$ cat config.mk
export PLATFORM = sky130hd
export DESIGN_NAME = fbp_host
export DESIGN_NICKNAME = d
export VERILOG_FILES = /design/src/design/fbp_pkg.sv /design/src/design/fbp_host.sv
export SDC_FILE = /design/constraint.sdc
export NUM_CORES = 1
export LEC_CHECK = 0
export ABC_CLOCK_PERIOD_IN_PS = 3300
export BUFFER_PORTS_ARGS = -buffer_cell sky130_fd_sc_hd__buf_2
export CAP_MARGIN = 20
export CORE_MARGIN = 5
export CORE_UTILIZATION = 40
export DETAILED_ROUTE_END_ITERATION = 6
export PLACE_DENSITY = 0.66
export SLEW_MARGIN = 0
export SYNTH_ARGS = -nofsm -noshare
export SYNTH_HDL_FRONTEND = slang
export SYNTH_SLANG_ARGS = --single-unit
export TNS_END_PERCENT = 20
$ cat constraint.sdc
create_clock -name i_sys_clk -period 3.3 [get_ports i_sys_clk]
set_clock_uncertainty 0.2 [all_clocks]
set_input_delay 0.495 -clock i_sys_clk [delete_from_list [all_inputs] [get_ports i_sys_clk]]
set_output_delay 0.495 -clock i_sys_clk [all_outputs]
set_load 0.02 [all_outputs]
$ cat src/design/fbp_pkg.sv
// Package of constants and types for the flash byte bus host controller.
package fbp_pkg;

   // ----------------------------------------
   // Bus widths
   // ----------------------------------------
   localparam int FBP_ADDR_W = 18;
   localparam int FBP_DATA_W = 8;

   // ----------------------------------------
   // Timing, in ns as specified, and derived cycle counts at 50 ns
   // ----------------------------------------
   localparam int FBP_CLK_NS = 50;
   // Read access allowance, a least time, so it rounds up.
   localparam int FBP_T_READ_NS = 150;
   localparam logic [3:0] FBP_READ_CYC = 4'((FBP_T_READ_NS + FBP_CLK_NS - 1) / FBP_CLK_NS);
   // Write strobe low width, a least time.
   localparam int FBP_T_WPULSE_NS = 100;
   localparam logic [3:0] FBP_WPULSE_CYC =
      4'((FBP_T_WPULSE_NS + FBP_CLK_NS - 1) / FBP_CLK_NS);
   // Setup and hold around strobes, a least time.
   localparam int FBP_T_SETUP_NS = 50;
   localparam logic [3:0] FBP_SETUP_CYC = 4'((FBP_T_SETUP_NS + FBP_CLK_NS - 1) / FBP_CLK_NS);

   // ----------------------------------------
   // Request kinds and controller states
   // ----------------------------------------
   typedef enum logic [1:0]
   {
      FBP_OP_READ = 2'b00,
      FBP_OP_WRITE = 2'b01,
      FBP_OP_PROGRAM = 2'b10,
      FBP_OP_SIGNATURE = 2'b11
   } fbp_op_t;

   typedef enum logic [2:0]
   {
      FBP_ST_IDLE = 3'b000,
      FBP_ST_SETUP = 3'b001,
      FBP_ST_STROBE = 3'b010,
      FBP_ST_HOLD = 3'b011,
      FBP_ST_READ = 3'b100,
      FBP_ST_DONE = 3'b101
   } fbp_state_t;

   // Second write of a program sequence carries the array data.
   localparam logic FBP_SECOND_CYCLE = 1'b1;

endpackage

$ cat src/design/fbp_host.sv
// Host controller that drives a byte-wide boot-block flash over its pins.
`timescale 1ns/10ps
// ----------------------------------------
// Behaviour
// - Host requests high voltage on address line nine to enter signature mode.
// - Program: host sends setup write, then array data on second write cycle.
// - Host raises reset/power-down to unlock level for boot block work.
// - Device latches on strobe rising edge; host holds address and data across it.
// ----------------------------------------
module fbp_host
(
   // Clock and reset.
   input wire logic i_sys_clk,
   input wire logic i_sys_rst,
   // User request side.
   input wire logic i_req,
   input wire fbp_pkg::fbp_op_t i_op,
   input wire logic [fbp_pkg::FBP_ADDR_W-1:0] i_addr,
   input wire logic [fbp_pkg::FBP_DATA_W-1:0] i_wdata,
   input wire logic [fbp_pkg::FBP_DATA_W-1:0] i_cmd,
   input wire logic i_boot_unlock,
   input wire logic i_powerdown,
   output logic o_busy,
   output logic o_done,
   output logic [fbp_pkg::FBP_DATA_W-1:0] o_rdata,
   // Flash pins.
   output logic [fbp_pkg::FBP_ADDR_W-1:0] o_addr_in,
   output logic o_addr_line_nine_signature_sel,
   output logic [fbp_pkg::FBP_DATA_W-1:0] o_data_io,
   output logic o_data_io_oe_n,
   input wire logic [fbp_pkg::FBP_DATA_W-1:0] i_data_io,
   output logic o_chip_sel_n,
   output logic o_out_en_n,
   output logic o_write_strobe_n,
   output logic o_reset_powerdown_n,
   output logic o_reset_powerdown_unlock
);
   import fbp_pkg::*;

   // ----------------------------------------
   // State
   // ----------------------------------------
   fbp_state_t state;
   fbp_state_t next_state;
   fbp_op_t op;
   logic [3:0] cnt;
   logic [3:0] next_cnt;
   logic second;
   logic [FBP_DATA_W-1:0] wdata;
   logic [FBP_DATA_W-1:0] cmd;

   // ----------------------------------------
   // Decode
   // ----------------------------------------
   // A program sequence runs the write cycle twice: command, then array data.
   wire is_prog = (op == FBP_OP_PROGRAM);
   wire is_wr = (op == FBP_OP_WRITE) || is_prog;
   wire cnt_done = (cnt == 4'h0);
   wire take = (state == FBP_ST_IDLE) && i_req && !i_powerdown;
   wire need_second = is_prog && (second != FBP_SECOND_CYCLE);
   wire [FBP_DATA_W-1:0] bus_byte = (is_prog && second) ? wdata : cmd;
   wire [FBP_DATA_W-1:0] out_byte = (op == FBP_OP_WRITE) ? cmd : bus_byte;

   // Next state logic; counts are loaded minus one so each phase lasts its count.
   always_comb
   begin
      next_state = state;
      next_cnt = cnt;
      unique case (state)
         FBP_ST_IDLE:
         begin
            if (take)
            begin
               next_state = FBP_ST_SETUP;
               next_cnt = FBP_SETUP_CYC - 4'h1;
            end
         end
         FBP_ST_SETUP:
         begin
            if (!cnt_done)
               next_cnt = cnt - 4'h1;
            else if (is_wr)
            begin
               next_state = FBP_ST_STROBE;
               next_cnt = FBP_WPULSE_CYC - 4'h1;
            end
            else
            begin
               next_state = FBP_ST_READ;
               next_cnt = FBP_READ_CYC - 4'h1;
            end
         end
         FBP_ST_STROBE:
         begin
            if (!cnt_done)
               next_cnt = cnt - 4'h1;
            else
            begin
               next_state = FBP_ST_HOLD;
               next_cnt = FBP_SETUP_CYC - 4'h1;
            end
         end
         FBP_ST_HOLD:
         begin
            if (!cnt_done)
               next_cnt = cnt - 4'h1;
            else if (need_second)
            begin
               next_state = FBP_ST_SETUP;
               next_cnt = FBP_SETUP_CYC - 4'h1;
            end
            else
               next_state = FBP_ST_DONE;
         end
         FBP_ST_READ:
         begin
            if (!cnt_done)
               next_cnt = cnt - 4'h1;
            else
               next_state = FBP_ST_DONE;
         end
         FBP_ST_DONE:
            next_state = FBP_ST_IDLE;
         default:
            next_state = FBP_ST_IDLE;
      endcase
   end

   // ----------------------------------------
   // Sequencer registers
   // ----------------------------------------
   // Request fields are captured once so pins stay steady for the whole cycle.
   always_ff @(posedge i_sys_clk or posedge i_sys_rst)
   begin
      if (i_sys_rst)
      begin
         state <= FBP_ST_IDLE;
         cnt <= 4'h0;
         op <= FBP_OP_READ;
         wdata <= 8'h00;
         cmd <= 8'h00;
      end
      else
      begin
         state <= next_state;
         cnt <= next_cnt;
         if (take)
         begin
            op <= i_op;
            wdata <= i_wdata;
            cmd <= i_cmd;
         end
      end
   end

   // Tracks which write of a program pair is on the bus.
   always_ff @(posedge i_sys_clk or posedge i_sys_rst)
   begin
      if (i_sys_rst)
         second <= 1'b0;
      else if (take)
         second <= 1'b0;
      else if (state == FBP_ST_HOLD && cnt_done && need_second)
         second <= FBP_SECOND_CYCLE;
   end

   // ----------------------------------------
   // Pin drive
   // ----------------------------------------
   // Chip select spans setup to hold so the strobe pulse always sits inside it.
   wire sel_phase = (state == FBP_ST_SETUP) || (state == FBP_ST_STROBE) ||
      (state == FBP_ST_HOLD) || (state == FBP_ST_READ);
   wire next_sel = (next_state == FBP_ST_SETUP) || (next_state == FBP_ST_STROBE) ||
      (next_state == FBP_ST_HOLD) || (next_state == FBP_ST_READ);
   wire next_oe = (next_state == FBP_ST_READ) || ((next_state == FBP_ST_SETUP) && !is_wr
      && (state != FBP_ST_IDLE));
   wire next_we = (next_state == FBP_ST_STROBE);
   // On the take edge the op register still holds the last request, so look at the new one.
   // Otherwise a write would start undriven and a read after a write would drive in setup.
   wire next_is_wr = take ? ((i_op == FBP_OP_WRITE) || (i_op == FBP_OP_PROGRAM)) : is_wr;
   wire next_drive = next_sel && next_is_wr;

   always_ff @(posedge i_sys_clk or posedge i_sys_rst)
   begin
      if (i_sys_rst)
      begin
         o_chip_sel_n <= 1'b1;
         o_out_en_n <= 1'b1;
         o_write_strobe_n <= 1'b1;
         o_data_io_oe_n <= 1'b1;
      end
      else
      begin
         o_chip_sel_n <= !next_sel;
         o_out_en_n <= !(next_oe && !next_we);
         o_write_strobe_n <= !next_we;
         o_data_io_oe_n <= !next_drive;
      end
   end

   // Address and data stay put from setup through hold, across the strobe rise.
   always_ff @(posedge i_sys_clk or posedge i_sys_rst)
   begin
      if (i_sys_rst)
      begin
         o_addr_in <= 18'h00000;
         o_data_io <= 8'h00;
         o_addr_line_nine_signature_sel <= 1'b0;
      end
      else if (state == FBP_ST_IDLE && take)
      begin
         o_addr_in <= i_addr;
         o_data_io <= i_cmd;
         o_addr_line_nine_signature_sel <= (i_op == FBP_OP_SIGNATURE);
      end
      else if (state == FBP_ST_HOLD && cnt_done && need_second)
         o_data_io <= wdata;
      else if (state == FBP_ST_DONE)
         o_addr_line_nine_signature_sel <= 1'b0;
      else if (!sel_phase)
         o_data_io <= out_byte;
   end

   // Read data is sampled on the last cycle of the access window.
   always_ff @(posedge i_sys_clk or posedge i_sys_rst)
   begin
      if (i_sys_rst)
         o_rdata <= 8'h00;
      else if (state == FBP_ST_READ && cnt_done)
         o_rdata <= i_data_io;
   end

   // ----------------------------------------
   // Status and reset/power-down control
   // ----------------------------------------
   // Unlock level is only requested while the pin is high; low already locks.
   always_ff @(posedge i_sys_clk or posedge i_sys_rst)
   begin
      if (i_sys_rst)
      begin
         o_busy <= 1'b0;
         o_done <= 1'b0;
         o_reset_powerdown_n <= 1'b0;
         o_reset_powerdown_unlock <= 1'b0;
      end
      else
      begin
         o_busy <= (next_state != FBP_ST_IDLE);
         o_done <= (state == FBP_ST_DONE);
         o_reset_powerdown_n <= !i_powerdown || (state != FBP_ST_IDLE);
         o_reset_powerdown_unlock <= i_boot_unlock && !i_powerdown;
      end
   end

endmodule

==> results of run 1 <==
[final cells by class]
cell class,instances,area [um^2]
clock inverters,6,40.0
multi-input cells,212,1240
inverters,7,26.3
clock buffers,10,128
well taps,102,128
repair buffers,94,490
fillers,751,3820
flip-flops and latches,69,1730
[cells in the mapped netlist, drive strengths merged (2+ instances only)]
master	n
nand2	109
dfrtp	65
o21ai	14
clkbuf	10
mux2i	9
o211ai	9
mux2	8
inv	7
a21oi	5
buf	5
ha	5
nor2b	5
dfstp	4
nand2b	4
nor3	4
a21o	3
a221o	3
and3b	3
nor2	3
and4bb	2
nor4	2
o21a	2
o31ai	2
or3	2
or3b	2
[logic make-up after synthesis]
| logic type | share of synthesized area, % |
|---|---|
| AND/OR/NAND/NOR | 21.3 |
| flip-flops | 56.5 |
| AO/OA/AOI/OAI | 10.2 |
| buffers and inverters | 3.14 |
| multiplexers | 6.85 |
| adder cells (fa/ha/maj) | 2.04 |
[worst min path at each step]
stage | from | end | slack (ps) | cells after the start
global placement | o_addr_in[13]$_DFFE_PP0P_ | o_addr_in[13]$_DFFE_PP0P_ | 260 | 2
finish | i_sys_rst | o_addr_in[8]$_DFFE_PP0P_ | 70 | 2
floorplan | cmd[0]$_DFFE_PP0P_ | cmd[0]$_DFFE_PP0P_ | 250 | 2
detailed placement | o_addr_in[0]$_DFFE_PP0P_ | o_addr_in[0]$_DFFE_PP0P_ | 260 | 2
CTS | i_sys_rst | o_addr_in[6]$_DFFE_PP0P_ | 80 | 2
global route | i_sys_rst | o_addr_in[6]$_DFFE_PP0P_ | 110 | 2
[layer usage]
layer | share of wire (%) | wire length (um)
met4 | 0.97 | 68
met1 | 44 | 3110
met2 | 48 | 3340
met5 | 0 | 0
met3 | 6.7 | 470
[registers in the layout, indices dropped and copies added (netlist names), 2 cells and up]
register / flops
state: 3
op: 2
cmd: 8
o_data_io: 8
cnt: 4
wdata: 8
o_addr_in: 18
o_rdata: 8
[stage by stage]
step           util [%]  area, um^2  std cells  total power [mW]
3_5_place_dp       47.6        3620        484              3.06
6_report           49.8        3790        500              3.63
2_1_floorplan         -        3070        303              2.56
3_3_place_gp       47.6        3620        484              3.03
4_1_cts            49.8        3790        500              3.67
5_1_grt            49.8        3790        500              3.90
[power breakdown]
group / total (mW) / leakage [nW] / switching [mW] / internal [mW]
sequential: 1.49 / 0.849 / 0.247 / 1.24
clock: 0.592 / 0.0860 / 0.321 / 0.271
combinational: 1.55 / 1.03 / 0.936 / 0.611
total: 3.63 / 1.96 / 1.50 / 2.12
==> summary.md, run 1 <==
| Metric | Value |
|---|---|
| Final net count | `between 400 and 500` |
| Post-CTS Setup Repair Bufs | `0` |
| Die area | `approximately 0.0095 mm^2` |
| H-tree depth | `3` |
| Grt met1 use | `between 10% and 20%` |
| Port Buffers | `between 90 and 100` |
| CP Class | `reg2reg` |
| Most common cell after layout, fill and taps aside | `nand2_1` |
| WP data arrival | `about 2500 ps` |
| Max VDD drop | `between 300 and 400 uV` |
| Largest net degree at the start of global routing | `a little over 40` |
| Post-CTS resize count | `0` |
| Core area | `roughly 0.0076 mm^2` |
| Setup-failing EPs final | `0` |
| EDFF count, synth | `0` |
| Top post-synthesis cells by area | `dfrtp_1 53%, nand2_1 13%, mux2_4 3.9%` |
| Vias in the first global route | `around 2,400` |
| RR Startpoint | `cnt[0]$_DFFE_PP0P_` |
| PwrDens | `approximately 960 mW/mm^2` |
| Vias | `roughly 2,500` |
| Max_cap viols | `0` |
| Post-synthesis sequential area ratio | `56.5%` |
| Setup ws final | `~900 ps` |
| Clock root cell | `clkbuf_8` |
| Cell Chain, Critical Path | `inv_1 -> ha_1 -> or3b_1 -> or2_1 -> a32o_1 -> a21o_1` |
| Family with the most delay on the worst path | `simple AND/OR/NAND/NOR gates` |
| Post-Syn Area per Cell | `10.1 um^2` |
| # DRC | `0` |
| Period utilization | `between 70% and 80%` |
| Worst rel slew slack | `slightly above 50%` |
| Ys flop type | `dfrtp_1` |
| Outcome | `complete, no violations` |
| DR pass1 iterations | `4` |
| Leading cell types in the layout, fill and taps excluded | `109 x nand2_1, 91 x buf_2, 65 x dfrtp_1` |
| Setup tns final | `0 ps` |
| Crit path to | `o_out_en_n$_DFF_PP1_` |
| CP max stage cell | `or2_1` |
| Max Fclk | `417 MHz` |
| GRT busiest layer | `met2` |
| # rows | `32` |
| Crit end category | `register` |
| Hold Path Class | `in2async` |
| Async S/R FF share, synth | `100%` |
| Largest area contributor in the netlist | `dfrtp_1` |
| Insertion delay to the later sink of the worst-skew pair | `340 ps` |
| ANT cells | `0` |
| DP Wirelength | `between 4 and 5 mm` |
| Hold bufs inserted after CTS | `0` |
| Clock tree from TritonCTS | `yes` |
| Total CTS buffers | `9` |
| Yosys reg bits | `69` |
| Clock Path Buffers | `2` |
| Initial antenna violation count | `0` |
| WP data required | `between 3000 and 4000 ps` |
| Share of cells above drive strength 1 | `between 30% and 40%` |
| Via density | `approximately 5` |
| Crit path max fanout | `11` |
| Initial Util | `between 40% and 50%` |
| GRT met2 Usage | `24.5%` |
| Grt ovf | `0` |
| Total clock sinks | `69` |
| Clock slew at reported path FFs | `approximately 80 ps` |
| Minimum clock period | `between 2000 and 2500 ps` |
| Worst Path Buf+Inv | `1` |
| Area growth, synth to finish | `23.5%` |
| R2R setup slack | `~900 ps` |
| Global routing met3 resource utilization | `roughly 5.7%` |
| First-pass GRT wire length | `11.6 mm` |
| Die X | `around 100 um` |
| R2R cell count | `6` |
| Routability cong. | `0.852` |
| First DRT Iteration DRCs | `between 100 and 150` |
| CP Depth | `6` |
| Final hold violations | `0` |
| Library cells used by synthesis | `between 40 and 50` |
| Critical path launch point | `cnt[0]$_DFFE_PP0P_` |
| Leak | `~2 nW` |
| Syn nets | `~360` |
| Crit-path max cell delay | `around 470 ps` |
| Post-DRT Antenna Nets | `0` |
| Crit path launch type | `register` |
| Mapped Area | `0.00307 mm^2` |
| Final hold slack | `between 60 and 70 ps` |
| Worst slew pin tran | `741 ps` |
| Worst flop-to-flop path endpoint | `o_out_en_n$_DFF_PP1_` |
| Top-level port count | `92` |
| Yosys warns | `0` |
| Worst slack at placement | `around 900 ps` |
| Slew Viols, Final | `0` |
| WL/cell | `14.0 um` |
| Synth top area share | `around 53%` |
| RSZ-0062 raised after global routing | `no` |
| Total track usage | `between 15 and 20%` |
| Chip height | `97.6 um` |
| Routed WL | `between 6 and 7 mm` |
| Cells after synthesis | `303` |
No activity file was read; power rests on OpenSTA's default activity.
==> run 2: changes to the inputs <==
--- a/config.mk
+++ b/config.mk
@@ -5,13 +5,13 @@
 export SDC_FILE = /design/constraint.sdc
 export NUM_CORES = 1
 export LEC_CHECK = 0
-export ABC_CLOCK_PERIOD_IN_PS = 3300
+export ABC_CLOCK_PERIOD_IN_PS = 2100
 export BUFFER_PORTS_ARGS = -buffer_cell sky130_fd_sc_hd__buf_2
 export CAP_MARGIN = 20
 export CORE_MARGIN = 5
 export CORE_UTILIZATION = 40
 export DETAILED_ROUTE_END_ITERATION = 6
-export PLACE_DENSITY = 0.66
+export PLACE_DENSITY = 0.68
 export SLEW_MARGIN = 0
 export SYNTH_ARGS = -nofsm -noshare
 export SYNTH_HDL_FRONTEND = slang
==> constraint.sdc (replaced) <==
create_clock -name i_sys_clk -period 2.1 [get_ports i_sys_clk]
set_clock_uncertainty 0.2 [all_clocks]
set_input_delay 0.315 -clock i_sys_clk [delete_from_list [all_inputs] [get_ports i_sys_clk]]
set_output_delay 0.315 -clock i_sys_clk [all_outputs]
set_load 0.02 [all_outputs]
==> run 2 against run 1 <==
  * Cell count is 12% higher
  * First-iteration DRC count down 9.6%
  * Register-to-register slack lost 850 ps
  * Wire length grew 5.9%
  * Final area up 16%
==> summary.md, run 2 (synthesized netlist as in run 1, its figures left out) <==
| Metric | Value |
|---|---|
| Vias | `2,619 (was 2,458)` |
| Vias in the first global route | `2,774 (was 2,423)` |
| Share of cells above drive strength 1 | `33.3% (was 31.7%)` |
| Max Fclk | `489 MHz (was 417 MHz)` |
| Area growth, synth to finish | `43.9% (was 23.5%)` |
| WL/cell | `13.2 um (was 14.0 um)` |
| Leading cell types in the layout, fill and taps excluded | `109 x nand2_1, 91 x buf_2, 65 x dfrtp_1 (unchanged)` |
| Final net count | `506 (was 447)` |
| Minimum clock period | `2040 ps (was 2400 ps)` |
| Outcome | `complete, no violations (unchanged)` |
| CP Class | `reg2reg (unchanged)` |
| Clock tree from TritonCTS | `yes (unchanged)` |
| Worst Path Buf+Inv | `2 (was 1)` |
| CP max stage cell | `dfrtp_1 (was or2_1)` |
| Non-Filler Instances | `559 (was 500)` |
| Top reg by flops | `o_addr_in (unchanged)` |
| Total clock sinks | `69 (unchanged)` |
| Largest net degree at the start of global routing | `30 (was 41)` |
| # DRC | `0 (unchanged)` |
| Post-DRT Antenna Nets | `0 (unchanged)` |
| Top-level port count | `92 (unchanged)` |
| First DRT Iteration DRCs | `122 (was 135)` |
| RR Startpoint | `cnt[0]$_DFFE_PP0P_ (unchanged)` |
| ANT cells | `0 (unchanged)` |
| Filler cell count | `685 (was 751)` |
| Period utilization | `97.4% (was 72.7%)` |
| Die X | `97.6 um (unchanged)` |
| Leak | `2.24 nW (was 1.96 nW)` |
| H-tree depth | `3 (unchanged)` |
| Total track usage | `16.3% (was 15.1%)` |
| Most common cell after layout, fill and taps aside | `nand2_1 (unchanged)` |
| Max_cap viols | `0 (unchanged)` |
| R2R cell count | `6 (unchanged)` |
| Hold Path Class | `in2reg (was in2async)` |
| Final hold violations | `0 (unchanged)` |
| Crit end category | `register (unchanged)` |
| Via density | `4.69 (was 4.92)` |
| WP data arrival | `2060 ps (was 2480 ps)` |
| Initial Util | `40.3% (unchanged)` |
| Placed insts | `505 (was 484)` |
| R2R setup slack | `60 ps (was 900 ps)` |
| Final hold slack | `14.9 ps (was 68.9 ps)` |
| Chip height | `97.6 um (unchanged)` |
| Hold Path Origin | `i_data_io[0]` |
| Insertion delay to the later sink of the worst-skew pair | `330 ps (was 340 ps)` |
| Die area | `0.00952 mm^2 (unchanged)` |
| Critical path launch point | `cnt[0]$_DFFE_PP0P_ (unchanged)` |
| Worst slew pin tran | `501 ps (was 741 ps)` |
| Max reg flops | `18 (unchanged)` |
| Core area | `0.00761 mm^2 (unchanged)` |
| Total CTS buffers | `9 (unchanged)` |
| DP Wirelength | `5.23 mm (was 4.97 mm)` |
| Family with the most delay on the worst path | `simple AND/OR/NAND/NOR gates (unchanged)` |
| Tot Pwr | `6.18 mW (was 3.63 mW)` |
| Cell Chain, Critical Path | `inv_2 -> ha_4 -> or3b_4 -> or2_4 -> buf_12 -> mux2_4 (was inv_1 -> ha_1 -> or3b_1 -> or2_1 -> a32o_1 -> a21o_1)` |
| Clock slew at reported path FFs | `70 ps (was 80 ps)` |
| Crit path launch type | `register (unchanged)` |
| Clock Path Buffers | `2 (unchanged)` |
| First-pass GRT wire length | `12.7 mm (was 11.6 mm)` |
| Routability cong. | `0.887 (was 0.852)` |
| Max VDD drop | `552 uV (was 363 uV)` |
| Crit path max fanout | `8 (was 11)` |
| PwrDens | `1400 mW/mm^2 (was 957 mW/mm^2)` |
| Clock root cell | `clkbuf_8 (unchanged)` |
| Grt ovf | `0 (unchanged)` |
| Worst rel slew slack | `66.5% (was 50.5%)` |
| Routed WL | `7.40 mm (was 6.99 mm)` |
| DR pass1 iterations | `4 (unchanged)` |
| # rows | `32 (unchanged)` |
| Hold Crit Depth | `2` |
| Port Buffers | `91 (unchanged)` |
| Initial antenna violation count | `0 (unchanged)` |
| WP data required | `2120 ps (was 3380 ps)` |
| Setup-failing EPs final | `0 (unchanged)` |
| Slew Viols, Final | `0 (unchanged)` |
| Crit-path max cell delay | `390 ps (was 470 ps)` |
| CP Depth | `6 (unchanged)` |
| RSZ-0062 raised after global routing | `no (unchanged)` |
run 2: repair_timing:
action                                  in CTS  in global routing
resized for setup                            2                  7
cloned                                       0                  0
hold endpoints to repair                    53                  0
pin swaps                                    0                  0
endpoints found under the setup margin       8                 20
setup buffers                                0                  0
hold buffers                                38                  0
run 2: final timing paths:
kind,end
max,o_rdata[3]$_DFFE_PP0P_
min,o_rdata[0]$_DFFE_PP0P_
max reg2reg,o_rdata[3]$_DFFE_PP0P_
min reg2reg,o_addr_in[3]$_DFFE_PP0P_
max in group asynchronous,cmd[1]$_DFFE_PP0P_
min in group asynchronous,o_rdata[2]$_DFFE_PP0P_
run 2: power by group:
part	switching [mW]	total, mW	leakage, nW	internal, mW
Clock	0.473	1.06	0.0899	0.583
Combinational	1.60	2.84	1.30	1.24
Sequential	0.336	2.29	0.849	1.95
Total	2.41	6.18	2.24	3.78
run 2: metal layers:
metal,share of wire (%),up-vias,track usage [%]
met5,0,-,0
met4,2.0,0,6.39
met1,44,1223,19.5
li1,-,1325,-
met3,4.8,11,4.52
met2,49,60,27.8
run 2: layout make-up:
class | count | area [um^2] | area share, %
clock buffers | 13 | 149 | 3.37
clock inverters | 3 | 45.0 | 1.02
inverters | 7 | 30.0 | 0.680
multi-input cells | 212 | 1280 | 28.9
flip-flops and latches | 69 | 1730 | 39.2
well taps | 102 | 128 | 2.89
repair buffers | 153 | 1050 | 23.9
run 2: stage by stage:
stage / setup WS [ps] / setup TNS (ps) / utilization, % / area [um^2]
5_1_grt: 4.01 / 0 / 58.0 / 4410
3_3_place_gp: 40.1 / 0 / 50.0 / 3810
2_1_floorplan: 65.6 / 0 / - / 3070
3_5_place_dp: -8.42 / -21.7 / 50.0 / 3810
6_report: 55.1 / 0 / 58.0 / 4410
4_1_cts: 5.67 / 0 / 57.7 / 4390
==> run 3: changes to the inputs <==
--- a/config.mk
+++ b/config.mk
@@ -12,6 +12,7 @@
 export CORE_UTILIZATION = 40
 export DETAILED_ROUTE_END_ITERATION = 6
 export PLACE_DENSITY = 0.68
+export RECOVER_POWER = 25
 export SLEW_MARGIN = 0
 export SYNTH_ARGS = -nofsm -noshare
 export SYNTH_HDL_FRONTEND = slang
==> run 3 against run 2 <==
  * Global-route usage stayed put
  * Sequential share of layout area rose by 0.056 points
  * Flip-flop and latch count stayed put
  * Die area unchanged
  * Final area fell by 0.14%
  * Via count about the same
  * Maximum frequency unchanged
  * Combinational power about the same
  * Critical endpoint unchanged
==> summary.md, run 3 (synthesized netlist as in run 1, its figures left out) <==
| Metric | Value |
|---|---|
| Outcome | `complete, no violations (unchanged)` |
| Post-DRT Antenna Nets | `0 (unchanged)` |
| CP Class | `reg2reg (unchanged)` |
| Worst Path Buf+Inv | `2 (unchanged)` |
| Via density | `4.68 (was 4.69)` |
| Chip height | `97.6 um (unchanged)` |
| CP Depth | `6 (unchanged)` |
| Family with the most delay on the worst path | `simple AND/OR/NAND/NOR gates (unchanged)` |
| Leading cell types in the layout, fill and taps excluded | `109 x nand2_1, 88 x buf_2, 65 x dfrtp_1 (was 109 x nand2_1, 91 x buf_2, 65 x dfrtp_1)` |
| Vias in the first global route | `2,774 (unchanged)` |
| Design area | `0.00441 mm^2 (about the same)` |
| Routed WL | `7.40 mm (about the same)` |
| Vias | `2,618 (was 2,619)` |
| Clock Path Buffers | `2 (unchanged)` |
| Max_cap viols | `0 (unchanged)` |
| Leak | `2.23 nW (was 2.24 nW)` |
| First DRT Iteration DRCs | `122 (unchanged)` |
| Initial antenna violation count | `0 (unchanged)` |
| # DRC | `0 (unchanged)` |
| Final hold violations | `0 (unchanged)` |
| WP data arrival | `2060 ps (about the same)` |
| Clock root cell | `clkbuf_8 (unchanged)` |
| Hold Crit Depth | `2 (unchanged)` |
| GRT met2 Usage | `27.8% (unchanged)` |
| Share of cells above drive strength 1 | `32.6% (was 33.3%)` |
| Routability cong. | `0.887 (unchanged)` |
| RSZ-0062 raised after global routing | `no (unchanged)` |
| Area of the multi-input gates | `0.00128 mm^2 (unchanged)` |
| Worst slack at placement | `-8.42 ps (unchanged)` |
| Grt met1 use | `19.5% (unchanged)` |
| Cell Chain, Critical Path | `inv_2 -> ha_4 -> or3b_4 -> or2_4 -> buf_12 -> mux2_4 (unchanged)` |
| Minimum clock period | `2040 ps (unchanged)` |
| # rows | `32 (unchanged)` |
| PwrDens | `1400 mW/mm^2 (about the same)` |
| DP Wirelength | `5.23 mm (unchanged)` |
| Top-level port count | `92 (unchanged)` |
| First-pass GRT wire length | `12.7 mm (unchanged)` |
| Grt ovf | `0 (unchanged)` |
| DP Area | `0.00381 mm^2 (unchanged)` |
| Port Buffers | `91 (unchanged)` |
| Total clock sinks | `69 (unchanged)` |
| Initial Util | `40.3% (unchanged)` |
| Crit path max fanout | `8 (unchanged)` |
| Crit path launch type | `register (unchanged)` |
| Max reg flops | `18 (unchanged)` |
| Worst rel slew slack | `32.4% (was 66.5%)` |
| Die area | `0.00952 mm^2 (unchanged)` |
| Hold Path Class | `in2reg (unchanged)` |
| Period utilization | `97.4% (unchanged)` |
| Crit-path max cell delay | `390 ps (about the same)` |
| Most common cell after layout, fill and taps aside | `nand2_1 (unchanged)` |
| Max VDD drop | `552 uV (about the same)` |
| Total track usage | `16.3% (unchanged)` |
| Setup-failing EPs final | `0 (unchanged)` |
| Max Fclk | `489 MHz (unchanged)` |
| Slew Viols, Final | `0 (unchanged)` |
| Largest net degree at the start of global routing | `30 (unchanged)` |
| Die X | `97.6 um (unchanged)` |
| Total CTS buffers | `9 (unchanged)` |
| Final net count | `506 (unchanged)` |
| Global routing met3 resource utilization | `4.52% (unchanged)` |
| Register area | `0.00173 mm^2 (unchanged)` |
| GRT busiest layer | `met2 (unchanged)` |
| Insertion delay to the later sink of the worst-skew pair | `330 ps (about the same)` |
| WL/cell | `13.2 um (about the same)` |
| Core area | `0.00761 mm^2 (unchanged)` |
| H-tree depth | `3 (unchanged)` |
| Area growth, synth to finish | `43.7% (was 43.9%)` |
| Crit end category | `register (unchanged)` |
| WP data required | `2120 ps (about the same)` |
| Clock slew at reported path FFs | `70 ps (about the same)` |
| Setup ws final | `55.1 ps (unchanged)` |
| CP max stage cell | `dfrtp_1 (unchanged)` |
| R2R cell count | `6 (unchanged)` |
| Clock tree from TritonCTS | `yes (unchanged)` |
| Filler cell count | `688 (was 685)` |
| Top reg by flops | `o_addr_in (unchanged)` |
| DR pass1 iterations | `4 (unchanged)` |
| Worst slew pin tran | `1010 ps (was 501 ps)` |
| ANT cells | `0 (unchanged)` |
## run 3: per-layer routing
metal / part of all wire, % / wire length (um)
met5: 0 / 0
met4: 2.0 / 150
met3: 4.8 / 357
met2: 49 / 3620
met1: 44 / 3280
## run 3: through the flow
step / TNS, ps / utilization (%) / power [mW] / hold WS [ps] / std cells
floorplan: 0 / - / 4.03 / 181 / 303
global placement: 0 / 50.0 / 4.96 / 176 / 505
detailed placement: -21.7 / 50.0 / 5.04 / 174 / 505
CTS: 0 / 57.7 / 6.19 / 0.427 / 559
global route: 0 / 57.9 / 6.63 / 4.88 / 559
finish: 0 / 57.9 / 6.18 / 14.9 / 559
## run 3: final timing paths
kind / from / end / slack (ps)
max in group asynchronous: i_sys_rst / cmd[1]$_DFFE_PP0P_ / 580
max: cnt[0]$_DFFE_PP0P_ / o_rdata[3]$_DFFE_PP0P_ / 60
max reg2reg: cnt[0]$_DFFE_PP0P_ / o_rdata[3]$_DFFE_PP0P_ / 60
min in group asynchronous: i_sys_rst / o_rdata[2]$_DFFE_PP0P_ / 490
min: i_data_io[0] / o_rdata[0]$_DFFE_PP0P_ / 10
min reg2reg: o_addr_in[3]$_DFFE_PP0P_ / o_addr_in[3]$_DFFE_PP0P_ / 270
## run 3: what timing repair did
action | in CTS | in global routing
hold buffers | 38 | 0
endpoints found under the hold margin | 53 | 0
resized for setup | 2 | 7
endpoints found under the setup margin | 8 | 20
buffers inserted | 0 | 0
## run 3: power breakdown
group / switching, mW / internal, mW / total, mW / leakage [nW]
clock: 0.473 / 0.583 / 1.06 / 0.0899
sequential: 0.337 / 1.95 / 2.29 / 0.849
combinational: 1.60 / 1.24 / 2.84 / 1.29
total: 2.41 / 3.77 / 6.18 / 2.23
## run 3: final cells by class
cell class,instances,share of cell area (%)
inverter,7,0.625
sequential,69,39.3
clock buffer,13,3.38
timing repair buffer,153,23.8
tap,102,2.90
multi-input combinational,212,29.0
clock inverter,3,1.02
## run 3: worst reg2reg max path, cell delays in order, from the launching register on
cell	delay, ps
dfrtp_1	390
inv_2	90
ha_4	150
or3b_4	380
or2_4	290
buf_12	150
mux2_4	290
